## src/hw/reg_bank_pkg.sv

```systemverilog
package reg_bank_pkg;
   // Register offsets (8-bit address byte)
   localparam logic [7:0] ADDR_NO_OPERATION = 8'h00;
   localparam logic [7:0] ADDR_GLOBAL_RESET = 8'h01;
   localparam logic [7:0] ADDR_RESET_AND_CLEAR_CONFIG = 8'h02;
   localparam logic [7:0] ADDR_CHANNEL_AND_FEATURE_SELECT = 8'h03;
   localparam logic [7:0] ADDR_CHANNEL_OUTPUT_CONFIG = 8'h04;
   localparam logic [7:0] ADDR_CHANNEL_OUTPUT_CODE = 8'h05;
   localparam logic [7:0] ADDR_CONVERTER_SELECT = 8'h06;
   localparam logic [7:0] ADDR_CONVERTER_CONFIG = 8'h07;
   localparam logic [7:0] ADDR_CALIBRATION_ENABLE = 8'h08;
   localparam logic [7:0] ADDR_GAIN_TRIM = 8'h09;
   localparam logic [7:0] ADDR_OFFSET_TRIM = 8'h0A;
   localparam logic [7:0] ADDR_FAULT_STATUS = 8'h0B;
   localparam logic [7:0] ADDR_FAULT_MASK = 8'h0C;
   localparam logic [7:0] ADDR_FAULT_RESPONSE = 8'h0D;
   localparam logic [7:0] ADDR_FAULT_OUTPUT_CODE = 8'h0E;
   localparam logic [7:0] ADDR_WATCHDOG_SERVICE = 8'h10;
   localparam logic [7:0] ADDR_PART_IDENTITY = 8'h11;
   // Field positions
   localparam int RESET_REQ_BIT = 0;
   localparam int USER_CHECK_BIT = 0;
   localparam int POWER_OFF_STATE_BIT = 1;
   localparam int SOFTWARE_CLEAR_BIT = 2;
   localparam int TRANSPARENT_BIT = 3;
   localparam int REF_ENABLE_BIT = 4;
   localparam int CLEAR_PERMIT_LSB = 9;
   localparam int CLEAR_LEVEL_LSB = 9;
   localparam int SELECT_OUTPUT_LSB = 5;
   localparam int STATUS_CLEAR_STATE_BIT = 12;
   localparam int STATUS_WATCHDOG_BIT = 11;
   localparam int STATUS_SUPPLY_GOOD_LSB = 7;
   localparam int STATUS_USER_ECHO_BIT = 6;
   localparam int STATUS_FRAME_ERR_BIT = 5;
   localparam int STATUS_THERMAL_BIT = 4;
   localparam int STATUS_LOAD_ERR_LSB = 0;
   localparam int RANGE_LSB = 0;
   // Writable-bit masks and the part identity read mask; unused bits read as zero
   localparam logic [15:0] MASK_GLOBAL_RESET = 16'h0001;
   localparam logic [15:0] MASK_RESET_CONFIG = 16'h1E1F;
   localparam logic [15:0] MASK_SELECT = 16'h1FFF;
   localparam logic [15:0] MASK_CONVERTER_SELECT = 16'h000F;
   localparam logic [15:0] MASK_CONVERTER_CONFIG = 16'h0FFF;
   localparam logic [15:0] MASK_CAL_ENABLE = 16'h0001;
   localparam logic [15:0] MASK_FAULT_MASK = 16'h083F;
   localparam logic [15:0] MASK_FAULT_RESPONSE = 16'h00FF;
   localparam logic [15:0] MASK_FAULT_CODE = 16'hFFC0;
   localparam logic [15:0] MASK_PART_ID = 16'h0007;
   // Reset values and clear codes
   localparam logic [15:0] RESET_ZERO = 16'h0000;
   localparam logic [15:0] RESET_GAIN_TRIM = 16'h8000;
   localparam logic [15:0] CODE_ZERO_SCALE = 16'h0000;
   localparam logic [15:0] CODE_MID_SCALE = 16'h8000;
   // Voltage output gain encodings
   typedef enum logic [2:0]
   {
      GAIN_X1 = 3'b000,
      GAIN_X2 = 3'b001,
      GAIN_X4 = 3'b010,
      GAIN_X1P2 = 3'b011,
      GAIN_X2P4 = 3'b100,
      GAIN_X4P8 = 3'b101
   } gain_sel_t;
   // Sequencer states
   typedef enum logic [1:0]
   {
      ST_IDLE = 2'b00,
      ST_RESET = 2'b01,
      ST_CLEAR = 2'b10
   } seq_state_t;
endpackage : reg_bank_pkg

```

## src/hw/channel_store.sv

```systemverilog
`timescale 1ns/1ps
`default_nettype none
// Per-channel register copy; written when its channel is selected
module channel_store #(
   parameter int WIDTH = 16,
   parameter logic [15:0] RESET_VALUE = 16'h0000
) (
   input wire logic i_clk,
   input wire logic i_sys_rst,
   input wire logic i_ce,
   input wire logic i_soft_rst,
   input wire logic i_wr,
   input wire logic [WIDTH-1:0] i_wdata,
   input wire logic i_clr,
   input wire logic [WIDTH-1:0] i_clr_value,
   output logic [WIDTH-1:0] o_value
);
   logic [WIDTH-1:0] value_reg;
   logic [WIDTH-1:0] value_next;

   // Reset beats clear, clear beats write
   assign value_next = i_soft_rst ? RESET_VALUE[WIDTH-1:0] :
                       i_clr ? i_clr_value :
                       i_wr ? i_wdata : value_reg;

   // Storage
   always_ff @(posedge i_clk or posedge i_sys_rst)
   begin
      if (i_sys_rst)
         value_reg <= RESET_VALUE[WIDTH-1:0];
      else if (i_ce)
         value_reg <= value_next;
   end

   assign o_value = value_reg;
endmodule : channel_store
`default_nettype wire

```

## src/hw/gain_decode.sv

```systemverilog
`timescale 1ns/1ps
`default_nettype none
// Maps the four-bit range field onto a voltage output gain
module gain_decode (
   input wire logic [3:0] i_range,
   output reg_bank_pkg::gain_sel_t o_gain,
   output logic o_valid
);
   always_comb
   begin
      o_valid = 1'b1;
      case (i_range)
         4'h0: o_gain = reg_bank_pkg::GAIN_X1;
         4'h1, 4'h2: o_gain = reg_bank_pkg::GAIN_X2;
         4'h3: o_gain = reg_bank_pkg::GAIN_X4;
         4'h8: o_gain = reg_bank_pkg::GAIN_X1P2;
         4'h9, 4'hA: o_gain = reg_bank_pkg::GAIN_X2P4;
         4'hB: o_gain = reg_bank_pkg::GAIN_X4P8;
         default:
         begin
            o_gain = reg_bank_pkg::GAIN_X1;
            o_valid = 1'b0;
         end
      endcase
   end
endmodule : gain_decode
`default_nettype wire

```

## src/hw/quad_dac_control_register_bank.sv

```systemverilog
// Operation
// - Reset bit restores defaults except power-off state
// - Reset request bit self-clears after reset
// - Bits 12:9 permit clear per channel
// - Clear trigger clears permitted channels' codes
// - Clear trigger bit returns to zero itself
// - Power-off state bit sets output parking
// - Bit 4 enables internal reference
// - Bit 3 selects transparent serial mode
// - Range field selects voltage output gain
// - Address zero is write-only no-operation
// - Output code and trims are 16 bits
// - Status register flag layout
// - Clear level select picks zero or mid
`timescale 1ns/1ps
`default_nettype none
module quad_dac_control_register_bank #(
   parameter int CHANNELS = 4,
   parameter logic [15:0] PART_ID_CODE = 16'h0005 // Arbitrary identity value
) (
   input wire logic i_clk,
   input wire logic i_sys_rst,
   input wire logic i_ce,
   input wire logic i_wr_en,
   input wire logic i_rd_en,
   input wire logic [7:0] i_addr,
   input wire logic [15:0] i_wdata,
   input wire logic i_hw_clear,
   input wire logic i_watchdog_timeout,
   input wire logic [3:0] i_supply_good,
   input wire logic i_frame_check_error,
   input wire logic i_thermal_alarm,
   input wire logic [3:0] i_load_error,
   output logic [15:0] o_rdata,
   output logic o_rd_valid,
   output logic o_watchdog_service,
   output logic o_power_off_output_state,
   output logic o_ref_enable,
   output logic o_transparent_serial_mode,
   output logic o_serial_out_disable,
   output logic o_frame_check_enable,
   output logic o_clear_state,
   output logic [63:0] o_output_code,
   output logic [11:0] o_gain_sel,
   output logic [3:0] o_range_valid
);
   reg_bank_pkg::seq_state_t state_reg;
   reg_bank_pkg::seq_state_t state_next;
   logic [15:0] global_reset_reg;
   logic [15:0] reset_config_reg;
   logic [15:0] select_reg;
   logic [15:0] conv_select_reg;
   logic [15:0] status_reg;
   logic [15:0] fault_mask_reg;
   logic [15:0] fault_response_reg;
   logic poc_reg;
   logic [15:0] rdata_reg;
   logic rd_valid_reg;
   logic wd_service_reg;
   logic soft_rst;
   logic clear_go;
   logic [3:0] ch_sel;
   logic [3:0] conv_sel;
   logic [3:0] clr_permit;
   logic [3:0] clr_level;
   logic [15:0] rd_mux;
   logic [15:0] ch_rd;
   logic wr_reset;
   logic wr_rcfg;
   logic wr_sel;
   logic wr_csel;
   logic wr_mask;
   logic wr_resp;
   logic wr_wd;
   logic [15:0] cfg_q [CHANNELS];
   logic [15:0] code_q [CHANNELS];
   logic [15:0] cconf_q [CHANNELS];
   logic [15:0] cal_q [CHANNELS];
   logic [15:0] gain_q [CHANNELS];
   logic [15:0] off_q [CHANNELS];
   logic [15:0] fcode_q [CHANNELS];

   // Address decode; address zero matches no register
   assign wr_reset = i_wr_en && (i_addr == reg_bank_pkg::ADDR_GLOBAL_RESET);
   assign wr_rcfg = i_wr_en && (i_addr == reg_bank_pkg::ADDR_RESET_AND_CLEAR_CONFIG);
   assign wr_sel = i_wr_en && (i_addr == reg_bank_pkg::ADDR_CHANNEL_AND_FEATURE_SELECT);
   assign wr_csel = i_wr_en && (i_addr == reg_bank_pkg::ADDR_CONVERTER_SELECT);
   assign wr_mask = i_wr_en && (i_addr == reg_bank_pkg::ADDR_FAULT_MASK);
   assign wr_resp = i_wr_en && (i_addr == reg_bank_pkg::ADDR_FAULT_RESPONSE);
   assign wr_wd = i_wr_en && (i_addr == reg_bank_pkg::ADDR_WATCHDOG_SERVICE);

   // Field extraction
   assign ch_sel = select_reg[reg_bank_pkg::SELECT_OUTPUT_LSB +: 4];
   assign conv_sel = conv_select_reg[3:0];
   assign clr_permit = reset_config_reg[reg_bank_pkg::CLEAR_PERMIT_LSB +: 4];
   assign clr_level = select_reg[reg_bank_pkg::CLEAR_LEVEL_LSB +: 4];

   // Sequencer drives one-cycle reset and clear actions
   assign soft_rst = (state_reg == reg_bank_pkg::ST_RESET);
   assign clear_go = (state_reg == reg_bank_pkg::ST_CLEAR) || i_hw_clear;

   always_comb
   begin
      case (state_reg)
         reg_bank_pkg::ST_IDLE:
         begin
            if (global_reset_reg[reg_bank_pkg::RESET_REQ_BIT])
               state_next = reg_bank_pkg::ST_RESET;
            else if (reset_config_reg[reg_bank_pkg::SOFTWARE_CLEAR_BIT])
               state_next = reg_bank_pkg::ST_CLEAR;
            else
               state_next = reg_bank_pkg::ST_IDLE;
         end
         reg_bank_pkg::ST_RESET: state_next = reg_bank_pkg::ST_IDLE;
         reg_bank_pkg::ST_CLEAR: state_next = reg_bank_pkg::ST_IDLE;
         default: state_next = reg_bank_pkg::ST_IDLE;
      endcase
   end

   always_ff @(posedge i_clk or posedge i_sys_rst)
   begin
      if (i_sys_rst)
         state_reg <= reg_bank_pkg::ST_IDLE;
      else if (i_ce)
         state_reg <= state_next;
   end

   // Reset request register; self-clears when the reset cycle runs
   always_ff @(posedge i_clk or posedge i_sys_rst)
   begin
      if (i_sys_rst)
         global_reset_reg <= reg_bank_pkg::RESET_ZERO;
      else if (i_ce)
      begin
         if (soft_rst)
            global_reset_reg <= reg_bank_pkg::RESET_ZERO;
         else if (wr_reset)
            global_reset_reg <= i_wdata & reg_bank_pkg::MASK_GLOBAL_RESET;
      end
   end

   // Reset and clear configuration; clear trigger self-clears
   always_ff @(posedge i_clk or posedge i_sys_rst)
   begin
      if (i_sys_rst)
         reset_config_reg <= reg_bank_pkg::RESET_ZERO;
      else if (i_ce)
      begin
         if (soft_rst)
            reset_config_reg <= reg_bank_pkg::RESET_ZERO;
         else if (wr_rcfg)
            reset_config_reg <= i_wdata & reg_bank_pkg::MASK_RESET_CONFIG;
         else if (state_reg == reg_bank_pkg::ST_CLEAR)
            reset_config_reg[reg_bank_pkg::SOFTWARE_CLEAR_BIT] <= 1'b0;
      end
   end

   // Power-off state survives the register reset
   always_ff @(posedge i_clk or posedge i_sys_rst)
   begin
      if (i_sys_rst)
         poc_reg <= 1'b0;
      else if (i_ce && wr_rcfg)
         poc_reg <= i_wdata[reg_bank_pkg::POWER_OFF_STATE_BIT];
   end

   // Global select, mask and response registers
   always_ff @(posedge i_clk or posedge i_sys_rst)
   begin
      if (i_sys_rst)
      begin
         select_reg <= reg_bank_pkg::RESET_ZERO;
         conv_select_reg <= reg_bank_pkg::RESET_ZERO;
         fault_mask_reg <= reg_bank_pkg::RESET_ZERO;
         fault_response_reg <= reg_bank_pkg::RESET_ZERO;
      end
      else if (i_ce)
      begin
         if (soft_rst)
         begin
            select_reg <= reg_bank_pkg::RESET_ZERO;
            conv_select_reg <= reg_bank_pkg::RESET_ZERO;
            fault_mask_reg <= reg_bank_pkg::RESET_ZERO;
            fault_response_reg <= reg_bank_pkg::RESET_ZERO;
         end
         else
         begin
            if (wr_sel)
               select_reg <= i_wdata & reg_bank_pkg::MASK_SELECT;
            if (wr_csel)
               conv_select_reg <= i_wdata & reg_bank_pkg::MASK_CONVERTER_SELECT;
            if (wr_mask)
               fault_mask_reg <= i_wdata & reg_bank_pkg::MASK_FAULT_MASK;
            if (wr_resp)
               fault_response_reg <= i_wdata & reg_bank_pkg::MASK_FAULT_RESPONSE;
         end
      end
   end

   // Status: hardware flags are live; echo copies the user check bit
   always_ff @(posedge i_clk or posedge i_sys_rst)
   begin
      if (i_sys_rst)
         status_reg <= reg_bank_pkg::RESET_ZERO;
      else if (i_ce)
      begin
         status_reg <= reg_bank_pkg::RESET_ZERO;
         status_reg[reg_bank_pkg::STATUS_CLEAR_STATE_BIT] <= clear_go;
         status_reg[reg_bank_pkg::STATUS_WATCHDOG_BIT] <= i_watchdog_timeout;
         status_reg[reg_bank_pkg::STATUS_SUPPLY_GOOD_LSB +: 4] <= i_supply_good;
         status_reg[reg_bank_pkg::STATUS_USER_ECHO_BIT] <=
            reset_config_reg[reg_bank_pkg::USER_CHECK_BIT] & ~soft_rst;
         status_reg[reg_bank_pkg::STATUS_FRAME_ERR_BIT] <= i_frame_check_error & ~soft_rst;
         status_reg[reg_bank_pkg::STATUS_THERMAL_BIT] <= i_thermal_alarm;
         status_reg[reg_bank_pkg::STATUS_LOAD_ERR_LSB +: 4] <= i_load_error;
      end
   end

   // Per-channel register copies, one set per channel
   genvar g;
   generate
      for (g = 0; g < CHANNELS; g++)
      begin : g_ch
         logic wr_ch;
         logic wr_cv;
         logic clr_ch;
         logic [15:0] clr_val;
         assign wr_ch = i_wr_en && ch_sel[g];
         assign wr_cv = i_wr_en && conv_sel[g];
         assign clr_ch = clear_go && clr_permit[g];
         assign clr_val = clr_level[g] ? reg_bank_pkg::CODE_MID_SCALE :
                          reg_bank_pkg::CODE_ZERO_SCALE;

         channel_store #(.WIDTH(16), .RESET_VALUE(reg_bank_pkg::RESET_ZERO)) u_cfg (
            .i_clk(i_clk), .i_sys_rst(i_sys_rst), .i_ce(i_ce), .i_soft_rst(soft_rst),
            .i_wr(wr_ch && (i_addr == reg_bank_pkg::ADDR_CHANNEL_OUTPUT_CONFIG)),
            .i_wdata(i_wdata), .i_clr(1'b0), .i_clr_value(reg_bank_pkg::RESET_ZERO),
            .o_value(cfg_q[g]));
         channel_store #(.WIDTH(16), .RESET_VALUE(reg_bank_pkg::RESET_ZERO)) u_code (
            .i_clk(i_clk), .i_sys_rst(i_sys_rst), .i_ce(i_ce), .i_soft_rst(soft_rst),
            .i_wr(wr_ch && (i_addr == reg_bank_pkg::ADDR_CHANNEL_OUTPUT_CODE)),
            .i_wdata(i_wdata), .i_clr(clr_ch), .i_clr_value(clr_val),
            .o_value(code_q[g]));
         channel_store #(.WIDTH(16), .RESET_VALUE(reg_bank_pkg::RESET_ZERO)) u_cconf (
            .i_clk(i_clk), .i_sys_rst(i_sys_rst), .i_ce(i_ce), .i_soft_rst(soft_rst),
            .i_wr(wr_cv && (i_addr == reg_bank_pkg::ADDR_CONVERTER_CONFIG)),
            .i_wdata(i_wdata & reg_bank_pkg::MASK_CONVERTER_CONFIG), .i_clr(1'b0),
            .i_clr_value(reg_bank_pkg::RESET_ZERO), .o_value(cconf_q[g]));
         channel_store #(.WIDTH(16), .RESET_VALUE(reg_bank_pkg::RESET_ZERO)) u_cal (
            .i_clk(i_clk), .i_sys_rst(i_sys_rst), .i_ce(i_ce), .i_soft_rst(soft_rst),
            .i_wr(wr_ch && (i_addr == reg_bank_pkg::ADDR_CALIBRATION_ENABLE)),
            .i_wdata(i_wdata & reg_bank_pkg::MASK_CAL_ENABLE), .i_clr(1'b0),
            .i_clr_value(reg_bank_pkg::RESET_ZERO), .o_value(cal_q[g]));
         channel_store #(.WIDTH(16), .RESET_VALUE(reg_bank_pkg::RESET_GAIN_TRIM)) u_gain (
            .i_clk(i_clk), .i_sys_rst(i_sys_rst), .i_ce(i_ce), .i_soft_rst(soft_rst),
            .i_wr(wr_ch && (i_addr == reg_bank_pkg::ADDR_GAIN_TRIM)),
            .i_wdata(i_wdata), .i_clr(1'b0), .i_clr_value(reg_bank_pkg::RESET_ZERO),
            .o_value(gain_q[g]));
         channel_store #(.WIDTH(16), .RESET_VALUE(reg_bank_pkg::RESET_ZERO)) u_off (
            .i_clk(i_clk), .i_sys_rst(i_sys_rst), .i_ce(i_ce), .i_soft_rst(soft_rst),
            .i_wr(wr_ch && (i_addr == reg_bank_pkg::ADDR_OFFSET_TRIM)),
            .i_wdata(i_wdata), .i_clr(1'b0), .i_clr_value(reg_bank_pkg::RESET_ZERO),
            .o_value(off_q[g]));
         channel_store #(.WIDTH(16), .RESET_VALUE(reg_bank_pkg::RESET_ZERO)) u_fcode (
            .i_clk(i_clk), .i_sys_rst(i_sys_rst), .i_ce(i_ce), .i_soft_rst(soft_rst),
            .i_wr(wr_ch && (i_addr == reg_bank_pkg::ADDR_FAULT_OUTPUT_CODE)),
            .i_wdata(i_wdata & reg_bank_pkg::MASK_FAULT_CODE), .i_clr(1'b0),
            .i_clr_value(reg_bank_pkg::RESET_ZERO), .o_value(fcode_q[g]));

         reg_bank_pkg::gain_sel_t gsel;
         gain_decode u_gain_dec (
            .i_range(cfg_q[g][reg_bank_pkg::RANGE_LSB +: 4]),
            .o_gain(gsel),
            .o_valid(o_range_valid[g]));
         assign o_gain_sel[3*g +: 3] = gsel;
         assign o_output_code[16*g +: 16] = code_q[g];
      end
   endgenerate

   // Per-channel readback from the lowest selected channel
   always_comb
   begin
      ch_rd = reg_bank_pkg::RESET_ZERO;
      for (int k = CHANNELS - 1; k >= 0; k--)
      begin
         if (ch_sel[k])
         begin
            case (i_addr)
               reg_bank_pkg::ADDR_CHANNEL_OUTPUT_CONFIG: ch_rd = cfg_q[k];
               reg_bank_pkg::ADDR_CHANNEL_OUTPUT_CODE: ch_rd = code_q[k];
               reg_bank_pkg::ADDR_CALIBRATION_ENABLE: ch_rd = cal_q[k];
               reg_bank_pkg::ADDR_GAIN_TRIM: ch_rd = gain_q[k];
               reg_bank_pkg::ADDR_OFFSET_TRIM: ch_rd = off_q[k];
               reg_bank_pkg::ADDR_FAULT_OUTPUT_CODE: ch_rd = fcode_q[k];
               default: ch_rd = ch_rd;
            endcase
         end
         if (conv_sel[k] && (i_addr == reg_bank_pkg::ADDR_CONVERTER_CONFIG))
            ch_rd = cconf_q[k];
      end
   end

   // Read multiplexer; write-only and unmapped addresses read zero
   always_comb
   begin
      case (i_addr)
         reg_bank_pkg::ADDR_GLOBAL_RESET: rd_mux = global_reset_reg;
         reg_bank_pkg::ADDR_RESET_AND_CLEAR_CONFIG:
            rd_mux = reset_config_reg | ({15'h0000, poc_reg} << reg_bank_pkg::POWER_OFF_STATE_BIT);
         reg_bank_pkg::ADDR_CHANNEL_AND_FEATURE_SELECT: rd_mux = select_reg;
         reg_bank_pkg::ADDR_CONVERTER_SELECT: rd_mux = conv_select_reg;
         reg_bank_pkg::ADDR_FAULT_STATUS: rd_mux = status_reg;
         reg_bank_pkg::ADDR_FAULT_MASK: rd_mux = fault_mask_reg;
         reg_bank_pkg::ADDR_FAULT_RESPONSE: rd_mux = fault_response_reg;
         reg_bank_pkg::ADDR_PART_IDENTITY: rd_mux = PART_ID_CODE & reg_bank_pkg::MASK_PART_ID;
         default: rd_mux = ch_rd;
      endcase
   end

   // Registered read data and watchdog service pulse
   always_ff @(posedge i_clk or posedge i_sys_rst)
   begin
      if (i_sys_rst)
      begin
         rdata_reg <= reg_bank_pkg::RESET_ZERO;
         rd_valid_reg <= 1'b0;
         wd_service_reg <= 1'b0;
      end
      else if (i_ce)
      begin
         rd_valid_reg <= i_rd_en;
         wd_service_reg <= wr_wd && i_wdata[0];
         if (i_rd_en)
            rdata_reg <= rd_mux;
      end
   end

   assign o_rdata = rdata_reg;
   assign o_rd_valid = rd_valid_reg;
   assign o_watchdog_service = wd_service_reg;
   assign o_power_off_output_state = poc_reg;
   assign o_ref_enable = reset_config_reg[reg_bank_pkg::REF_ENABLE_BIT];
   assign o_transparent_serial_mode = reset_config_reg[reg_bank_pkg::TRANSPARENT_BIT];
   assign o_serial_out_disable = select_reg[4];
   assign o_frame_check_enable = select_reg[3];
   assign o_clear_state = status_reg[reg_bank_pkg::STATUS_CLEAR_STATE_BIT];
endmodule : quad_dac_control_register_bank
`default_nettype wire

```

## config.mk

```make
export PLATFORM = sky130hd
export DESIGN_NAME = quad_dac_control_register_bank
export DESIGN_NICKNAME = d
export VERILOG_FILES = /design/src/hw/reg_bank_pkg.sv /design/src/hw/channel_store.sv /design/src/hw/gain_decode.sv /design/src/hw/quad_dac_control_register_bank.sv
export SDC_FILE = /design/constraint.sdc
export NUM_CORES = 1
export LEC_CHECK = 0
export BUFFER_PORTS_ARGS = -buffer_cell sky130_fd_sc_hd__buf_2
export CAP_MARGIN = 20
export CORE_MARGIN = 5
export CORE_UTILIZATION = 45
export CTS_CLUSTER_SIZE = 40
export DETAILED_ROUTE_END_ITERATION = 12
export HOLD_SLACK_MARGIN = 0.08
export PLACE_DENSITY = 0.71
export RECOVER_POWER = 50
export SLEW_MARGIN = 20
export SYNTH_ARGS = -nofsm -noshare
export SYNTH_HDL_FRONTEND = slang
export SYNTH_SLANG_ARGS = --single-unit
```

## constraint.sdc

```tcl
create_clock -name i_clk -period 13.05 [get_ports i_clk]
set_input_delay 0 -clock i_clk [delete_from_list [all_inputs] [get_ports i_clk]]
set_output_delay 0 -clock i_clk [all_outputs]
set_load 0.005 [all_outputs]
```

Word level (Yosys, flattened, before mapping)
Index checks and enable logic that the tools add are counted.
{"block": "word_totals", "reg_bits": 578}
{"block": "classes", "n_bitwise": 4, "n_reduce_logical": 142, "muxes": 103, "eq_ne": 46}
{"cell": "2-to-1 mux 16 bit", "count": 83}
{"cell": "one-hot mux 16 bit (6 select lines)", "count": 4}
{"cell": "one-hot mux 16 bit (8 select lines)", "count": 1}
{"cell": "AND reduction 2 bit", "count": 36}
{"cell": "== test 4 bit, second input constant", "count": 16}
{"cell": "one-hot mux 3 bit (5 select lines)", "count": 4}
{"cell": "nonzero test 2 bit", "count": 30}
{"cell": "== test 8 x 4 -> 1 bit, second input constant", "count": 7}
{"cell": "logical AND 1 bit", "count": 53}
{"cell": "== test 4 x 2 -> 1 bit, second input constant", "count": 8}
{"cell": "== test 8 x 3 -> 1 bit, second input constant", "count": 4}
{"cell": "OR reduction 8 bit", "count": 4}
{"cell": "== test 4 x 1 -> 1 bit, second input constant", "count": 4}
{"cell": "== test 8 x 2 -> 1 bit, second input constant", "count": 2}
{"cell": "== test 8 x 5 -> 1 bit, second input constant", "count": 2}
{"cell": "logical NOT 4 bit", "count": 4}
{"cell": "OR 16 x 2 -> 16 bit", "count": 1}
{"cell": "OR reduction 2 bit", "count": 8}
{"cell": "nonzero test 3 bit", "count": 5}
{"cell": "2-to-1 mux 13 bit", "count": 1}
{"cell": "== test 8 x 1 -> 1 bit, second input constant", "count": 1}
{"cell": "2-to-1 mux 2 bit", "count": 4}
{"cell": "2-to-1 mux 1 bit", "count": 6}
{"cell": "bitwise AND 1 bit", "count": 2}
{"cell": "other kinds (5)", "count": 5}

Depth between registers and ports, before layout
{"block": "depth", "depth_word": 14, "ltp_mapped": 12, "ltp_nobuf": 7}

By module
Synthesis repeated with hierarchy kept, for this count alone.
{"block": "hier_totals", "cells_unflattened": 3259, "area_unflattened_um2": 32834.0}
{"mod": "channel_store at g_ch[0].u_cal ...", "instances": 24, "cells_per_inst": 80, "seq_area_each_um2": 400.4, "area_per_inst_um2": 888.4}
{"mod": "quad_dac_control_register_bank", "instances": 1, "cells_per_inst": 991, "seq_area_each_um2": 1901.8, "area_per_inst_um2": 7699.9}
{"mod": "channel_store at g_ch[0].u_gain ...", "instances": 4, "cells_per_inst": 80, "seq_area_each_um2": 401.6, "area_per_inst_um2": 892.1}
{"mod": "gain_decode", "instances": 4, "cells_per_inst": 7, "seq_area_each_um2": 0.0, "area_per_inst_um2": 61.3}

Least setup slack after synthesis
OpenSTA, ideal clock, no wires.
{"block": "synth_path", "path_kind": "input to register", "start": "input i_addr[1]", "end": "register rdata_reg[6], in the netlist o_rdata[6]", "setup_slack_ns": 11.060, "arrival_time_ns": 1.869, "stages": 9, "cell_sequence": "buf_2 -> or4b_1 -> a2111oi_0 -> o31a_1 -> buf_2 -> nor2_1 -> o21ai_0 -> o22ai_1 -> a22o_1"}
{"block": "synth_between", "elab_chain_cells": 14}
{"item": "from (decl)", "line": "quad_dac_control_register_bank.sv:26", "text": "input wire logic [7:0] i_addr,"}
{"item": "== test 8 x 4 -> 1 bit / == test 8 x 3 -> 1 bit (equally long branches)", "line": "quad_dac_control_register_bank.sv:288", "text": "case (i_addr)"}
{"item": "one-hot mux 16 bit (6 select lines)", "line": "quad_dac_control_register_bank.sv:288"}
{"item": "2-to-1 mux 16 bit", "line": "quad_dac_control_register_bank.sv:286", "text": "if (ch_sel[k])"}
{"item": "2-to-1 mux 16 bit", "line": "quad_dac_control_register_bank.sv:298", "text": "if (conv_sel[k] && (i_addr == reg_bank_pkg::ADDR_CONVERTER_CONFIG))"}
{"item": "one-hot mux 16 bit (6 select lines)", "line": "quad_dac_control_register_bank.sv:288"}
{"item": "2-to-1 mux 16 bit", "line": "quad_dac_control_register_bank.sv:286"}
{"item": "2-to-1 mux 16 bit", "line": "quad_dac_control_register_bank.sv:298"}
{"item": "one-hot mux 16 bit (6 select lines)", "line": "quad_dac_control_register_bank.sv:288"}
{"item": "2-to-1 mux 16 bit", "line": "quad_dac_control_register_bank.sv:286"}
{"item": "2-to-1 mux 16 bit", "line": "quad_dac_control_register_bank.sv:298"}
{"item": "one-hot mux 16 bit (6 select lines)", "line": "quad_dac_control_register_bank.sv:288"}
{"item": "2-to-1 mux 16 bit", "line": "quad_dac_control_register_bank.sv:286"}
{"item": "2-to-1 mux 16 bit", "line": "quad_dac_control_register_bank.sv:298"}
{"item": "one-hot mux 16 bit (8 select lines) *", "line": "quad_dac_control_register_bank.sv:306", "text": "case (i_addr)"}
{"item": "to (signal assigned)", "line": "quad_dac_control_register_bank.sv:325", "text": "rdata_reg <= reg_bank_pkg::RESET_ZERO;"}
{"item": "to (signal assigned)", "line": "quad_dac_control_register_bank.sv:334", "text": "rdata_reg <= rd_mux;"}
{"item": "to (decl)", "line": "quad_dac_control_register_bank.sv:57", "text": "logic [15:0] rdata_reg;"}
Mark *: on every way between the ends. The rest lies on a longest branch, timed or not.
A chain may end at the register's enable or synchronous reset.

Final worst setup path
{"block": "layout_path", "start": "input i_ce", "end": "register poc_reg, in the netlist o_power_off_output_state"}
{"block": "layout_between", "elab_chain_cells": 1}
{"item": "from (decl)", "line": "quad_dac_control_register_bank.sv:23", "text": "input wire logic i_ce,"}
{"item": "logical AND 1 bit", "line": "quad_dac_control_register_bank.sv:163", "text": "else if (i_ce && wr_rcfg)"}
{"item": "to (signal assigned)", "line": "quad_dac_control_register_bank.sv:164", "text": "poc_reg <= i_wdata[reg_bank_pkg::POWER_OFF_STATE_BIT];"}
{"item": "to (decl)", "line": "quad_dac_control_register_bank.sv:56", "text": "logic poc_reg;"}
Every way passes these cells.

==> metrics.json <==
{
  "run_status": {"value": "finished with violations"},
  "violations": {"value": "capacitance limit, slew limit"},
  "clock_tree.buffer_depth": {"value": 3},
  "category_of_the_critical_setup_timing_path": {"value": "in2reg"},
  "synth_seq_cells": {"value": 424},
  "clock_power_share": {"value": 0.375},
  "grtUsageTotal": {"value": 0.2951},
  "proportion_of_register_bits_with_asynchronous_set_or_reset_after_synthesis": {"value": 1.000},
  "die-area": {"value": 46800, "unit": "sq um"},
  "detailedPlacementHpwl": {"value": 46100, "unit": "microns"},
  "numPortBuffers": {"value": 144},
  "crit_required": {"value": 13510, "unit": "ps"},
  "finalCriticalPeriod": {"value": 5144, "unit": "ps"},
  "timing.clock.skew": {"value": 25.74, "unit": "ps"},
  "vdd_ir_drop_max": {"value": 0.07915, "unit": "mV"},
  "max-slew-margin-rel": {"value": -2.824},
  "leakagePower": {"value": 9.473, "unit": "nW"},
  "initial_core_util": {"value": 0.4557},
  "post-synth-top-area-cell": {"value": "dfrtp_1"},
  "ys_top_cells_by_count": {"value": "452 x nand2_1, 420 x dfrtp_1, 348 x o21ai_0"},
  "finalSetupViolCount": {"value": 0},
  "first_global_vias": {"value": 16580},
  "postCtsSetupBuffers": {"value": 0},
  "mappedNetlistNets": {"value": 2088},
  "grt_first_pass_wirelength": {"value": 106100, "unit": "microns"},
  "synth.yosys.seq_area_share": {"value": 0.5540},
  "synth_ff_type": {"value": "dfrtp_1"},
  "totalNegativeSetupSlack": {"value": 0, "unit": "ps"},
  "top_area_cells_in_the_synthesized_netlist": {"value": "dfrtp_1 55%, o21ai_0 9.1%, nand2_1 8.9%, a22oi_1 3.1%, clkbuf_1 3.0%"},
  "placement_rows": {"value": 75},
  "sinks_on_clock_net": {"value": 424},
  "chipHeight": {"value": 216.3, "unit": "microns"},
  "post_synth_instance_area": {"value": 19160, "unit": "sq um"},
  "rsz0062_at_grt": {"value": "no"},
  "synth_most_common_cell": {"value": "nand2_1"},
  "globalplace.congestion": {"value": 0.9908},
  "synthDistinctLibCells": {"value": 68},
  "cts-resized-gates": {"value": 0},
  "final_cycle_share": {"value": 0.3942},
  "avgSynthCellArea": {"value": 9.360, "unit": "sq um"},
  "power.density": {"value": 158.1, "unit": "nW/um^2"},
  "vias": {"value": 17132},
  "clock_insertion_delay_worst_skew": {"value": 590, "unit": "ps"},
  "route.final.wire_length": {"value": 69890, "unit": "microns"},
  "drt_drc_violations_left": {"value": 0},
  "synthesis.yosys.warnings": {"value": 0},
  "worst_hold_path_type": {"value": "in2reg"},
  "grt_antenna_before_repair": {"value": 1},
  "timing.final.hold_violations": {"value": 0},
  "synth-edff-count": {"value": 0},
  "num-nets-final": {"value": 2169},
  "dr.pass1.iters": {"value": 10},
  "clkTransAtPathRegs": {"value": 60, "unit": "ps"},
  "layout-drive-gt1-share": {"value": 0.1098},
  "layout.filler_cells": {"value": 3775},
  "cap_viol_max_count": {"value": 3},
  "worstSetupStartpointType": {"value": "input port"},
  "core_box_area": {"value": 42040, "unit": "sq um"},
  "grt_max_degree": {"value": 128},
  "share_comb_of_total_power": {"value": 0.124},
  "detail-route-antenna-nets": {"value": 0},
  "drt_iter0_markers": {"value": 2480},
  "inserted_clock_buffers": {"value": 45},
  "cts.htree.levels": {"value": 2},
  "boundaryPins": {"value": 145},
  "swShare": {"value": 0.2907},
  "fmax": {"value": 0.1944, "unit": "GHz"},
  "syn-instance-count": {"value": 2047},
  "cp_max_fo": {"value": 33},
  "end_kind": {"value": "flip-flop"},
  "root_buffer": {"value": "clkbuf_16"},
  "grt_remaining_overflow": {"value": 0},
  "timing_worst_slew_pin_value": {"value": 5705, "unit": "ps"},
  "cts_hold_repair.buffers": {"value": 35},
  "worstPathArrival": {"value": 5600, "unit": "ps"},
  "net-switching-power": {"value": 1.012, "unit": "mW"},
  "vias_per_cell": {"value": 6.348},
  "worst_hold_slack": {"value": 126.4, "unit": "ps"},
  "multi_input_area": {"value": 7816, "unit": "sq um"},
  "die_width": {"value": 216.3, "unit": "microns"},
  "synth_top_cell_area_share": {"value": 0.5486},
  "report.final.slew_viol_count": {"value": 194},
  "combined_flip_flop_and_latch_cell_area": {"value": 10620, "unit": "sq um"},
  "routed_wire_length_per_instance": {"value": 25.90, "unit": "microns"},
  "area_growth": {"value": 14.95, "unit": "%"},
  "cts_tree": {"value": "done"},
  "power_frac_seq": {"value": 0.501},
  "p_int": {"value": 2.470, "unit": "mW"}
}
-- final cells by class --
| type | count | area share |
|---|---|---|
| inverters | 11 | 0.001931 |
| flip-flops and latches | 424 | 0.4820 |
| clock inverters | 14 | 0.009544 |
| multi-input cells | 1413 | 0.3549 |
| diodes | 1 | 0.0001136 |
| well taps | 539 | 0.03062 |
| repair buffers | 233 | 0.06334 |
| clock buffers | 64 | 0.05760 |
-- power groups by stage --
stage	Clock, mW	Combinational (mW)	Sequential (mW)
after floorplan	0	0.266	1.69
after global placement	0	0.415	1.75
after detailed placement	0	0.435	1.76
after CTS	1.31	0.444	1.73
after global routing	1.37	0.495	1.77
final	1.31	0.433	1.74
-- cell families (layout without fill, tap and decap cells) --
family	Yosys count	in the layout	share of synthesized area
compound gates	738	738	0.2408
xor+xnor	9	9	0.004114
buf+inv	210	322	0.04460
flops	424	424	0.5540
mux	18	18	0.01012
other cells	0	1	0
simple gates	648	648	0.1463
-- routing by layer --
| layer | wire [microns] | GRT usage | part of all wire |
|---|---|---|---|
| met5 | 0 | 0 | 0 |
| met4 | 3303 | 0.1177 | 0.047 |
| met3 | 8433 | 0.09392 | 0.12 |
| met2 | 30510 | 0.4391 | 0.44 |
| met1 | 27650 | 0.4049 | 0.40 |
-- critical path, cell delays in order --
cell and delay (ps):
dlygate4sd3_1 530, buf_2 100, clkbuf_1 1420, and2_0 1910
nand2_1 1050, mux2_2 560
-- final timing paths --
kind | from | endpoint | slack [ps] | depth (start not counted)
setup / recovery | i_ce | o_power_off_output_state$_DFFE_PP0P_ | 7910 | 6
hold / removal | i_wr_en | g_ch[1].u_code.o_value[0]$_DFFE_PP0P_ | 130 | 3
setup reg to reg | select_reg[6]$_DFFE_PP0P_ | o_rdata[13]$_DFFE_PP0P_ | 9790 | 5
hold reg to reg | g_ch[3].u_cfg.o_value[4]$_DFFE_PP0P_ | g_ch[3].u_cfg.o_value[4]$_DFFE_PP0P_ | 480 | 2
max in group asynchronous | i_sys_rst | g_ch[1].u_gain.o_value[11]$_DFFE_PP0P_ | 8020 | 5
min in group asynchronous | i_sys_rst | o_power_off_output_state$_DFFE_PP0P_ | 1720 | 3
-- per-stage QoR --
stage          setup slack (ps)  power [mW]  area [sq um]  std cells  utilization
2_1_floorplan              1252       1.954         19160       2047            -
3_3_place_gp               9741       2.162         20250       2582       0.4817
3_5_place_dp               9719       2.191         20280       2585       0.4825
4_1_cts                    9980       3.492         22110       2698       0.5260
5_1_grt                    6882       3.634         22020       2698       0.5238
6_report                   7906       3.482         22020       2699       0.5239
-- cell usage in the layout (no fill, tap or decap), types with 6 or more instances in the layout --
master / netlist / layout
nand2b_1: 7 / 7
a221o_1: 8 / 8
buf_2: 32 / 75
nor2b_1: 11 / 10
a22oi_1: 80 / 80
buf_4: 5 / 48
mux2i_1: 7 / 7
nand4_1: 12 / 12
inv_1: 11 / 10
clkbuf_16: 0 / 46
nand2_1: 452 / 449
a32oi_1: 7 / 7
and3_1: 18 / 16
a221oi_1: 17 / 17
nor3_1: 12 / 12
dfrtp_1: 420 / 420
clkbuf_1: 155 / 84
nor2_1: 56 / 54
a21oi_1: 74 / 72
a211oi_1: 7 / 7
o211ai_1: 9 / 9
a22o_1: 25 / 25
mux2_2: 11 / 11
a31oi_1: 31 / 23
dlygate4sd3_1: 0 / 35
o31ai_1: 67 / 66
a222oi_1: 23 / 23
nor3b_1: 6 / 6
o21ai_0: 348 / 348
nand3_1: 44 / 44
Note: power is estimated with default switching activity, not from simulation.
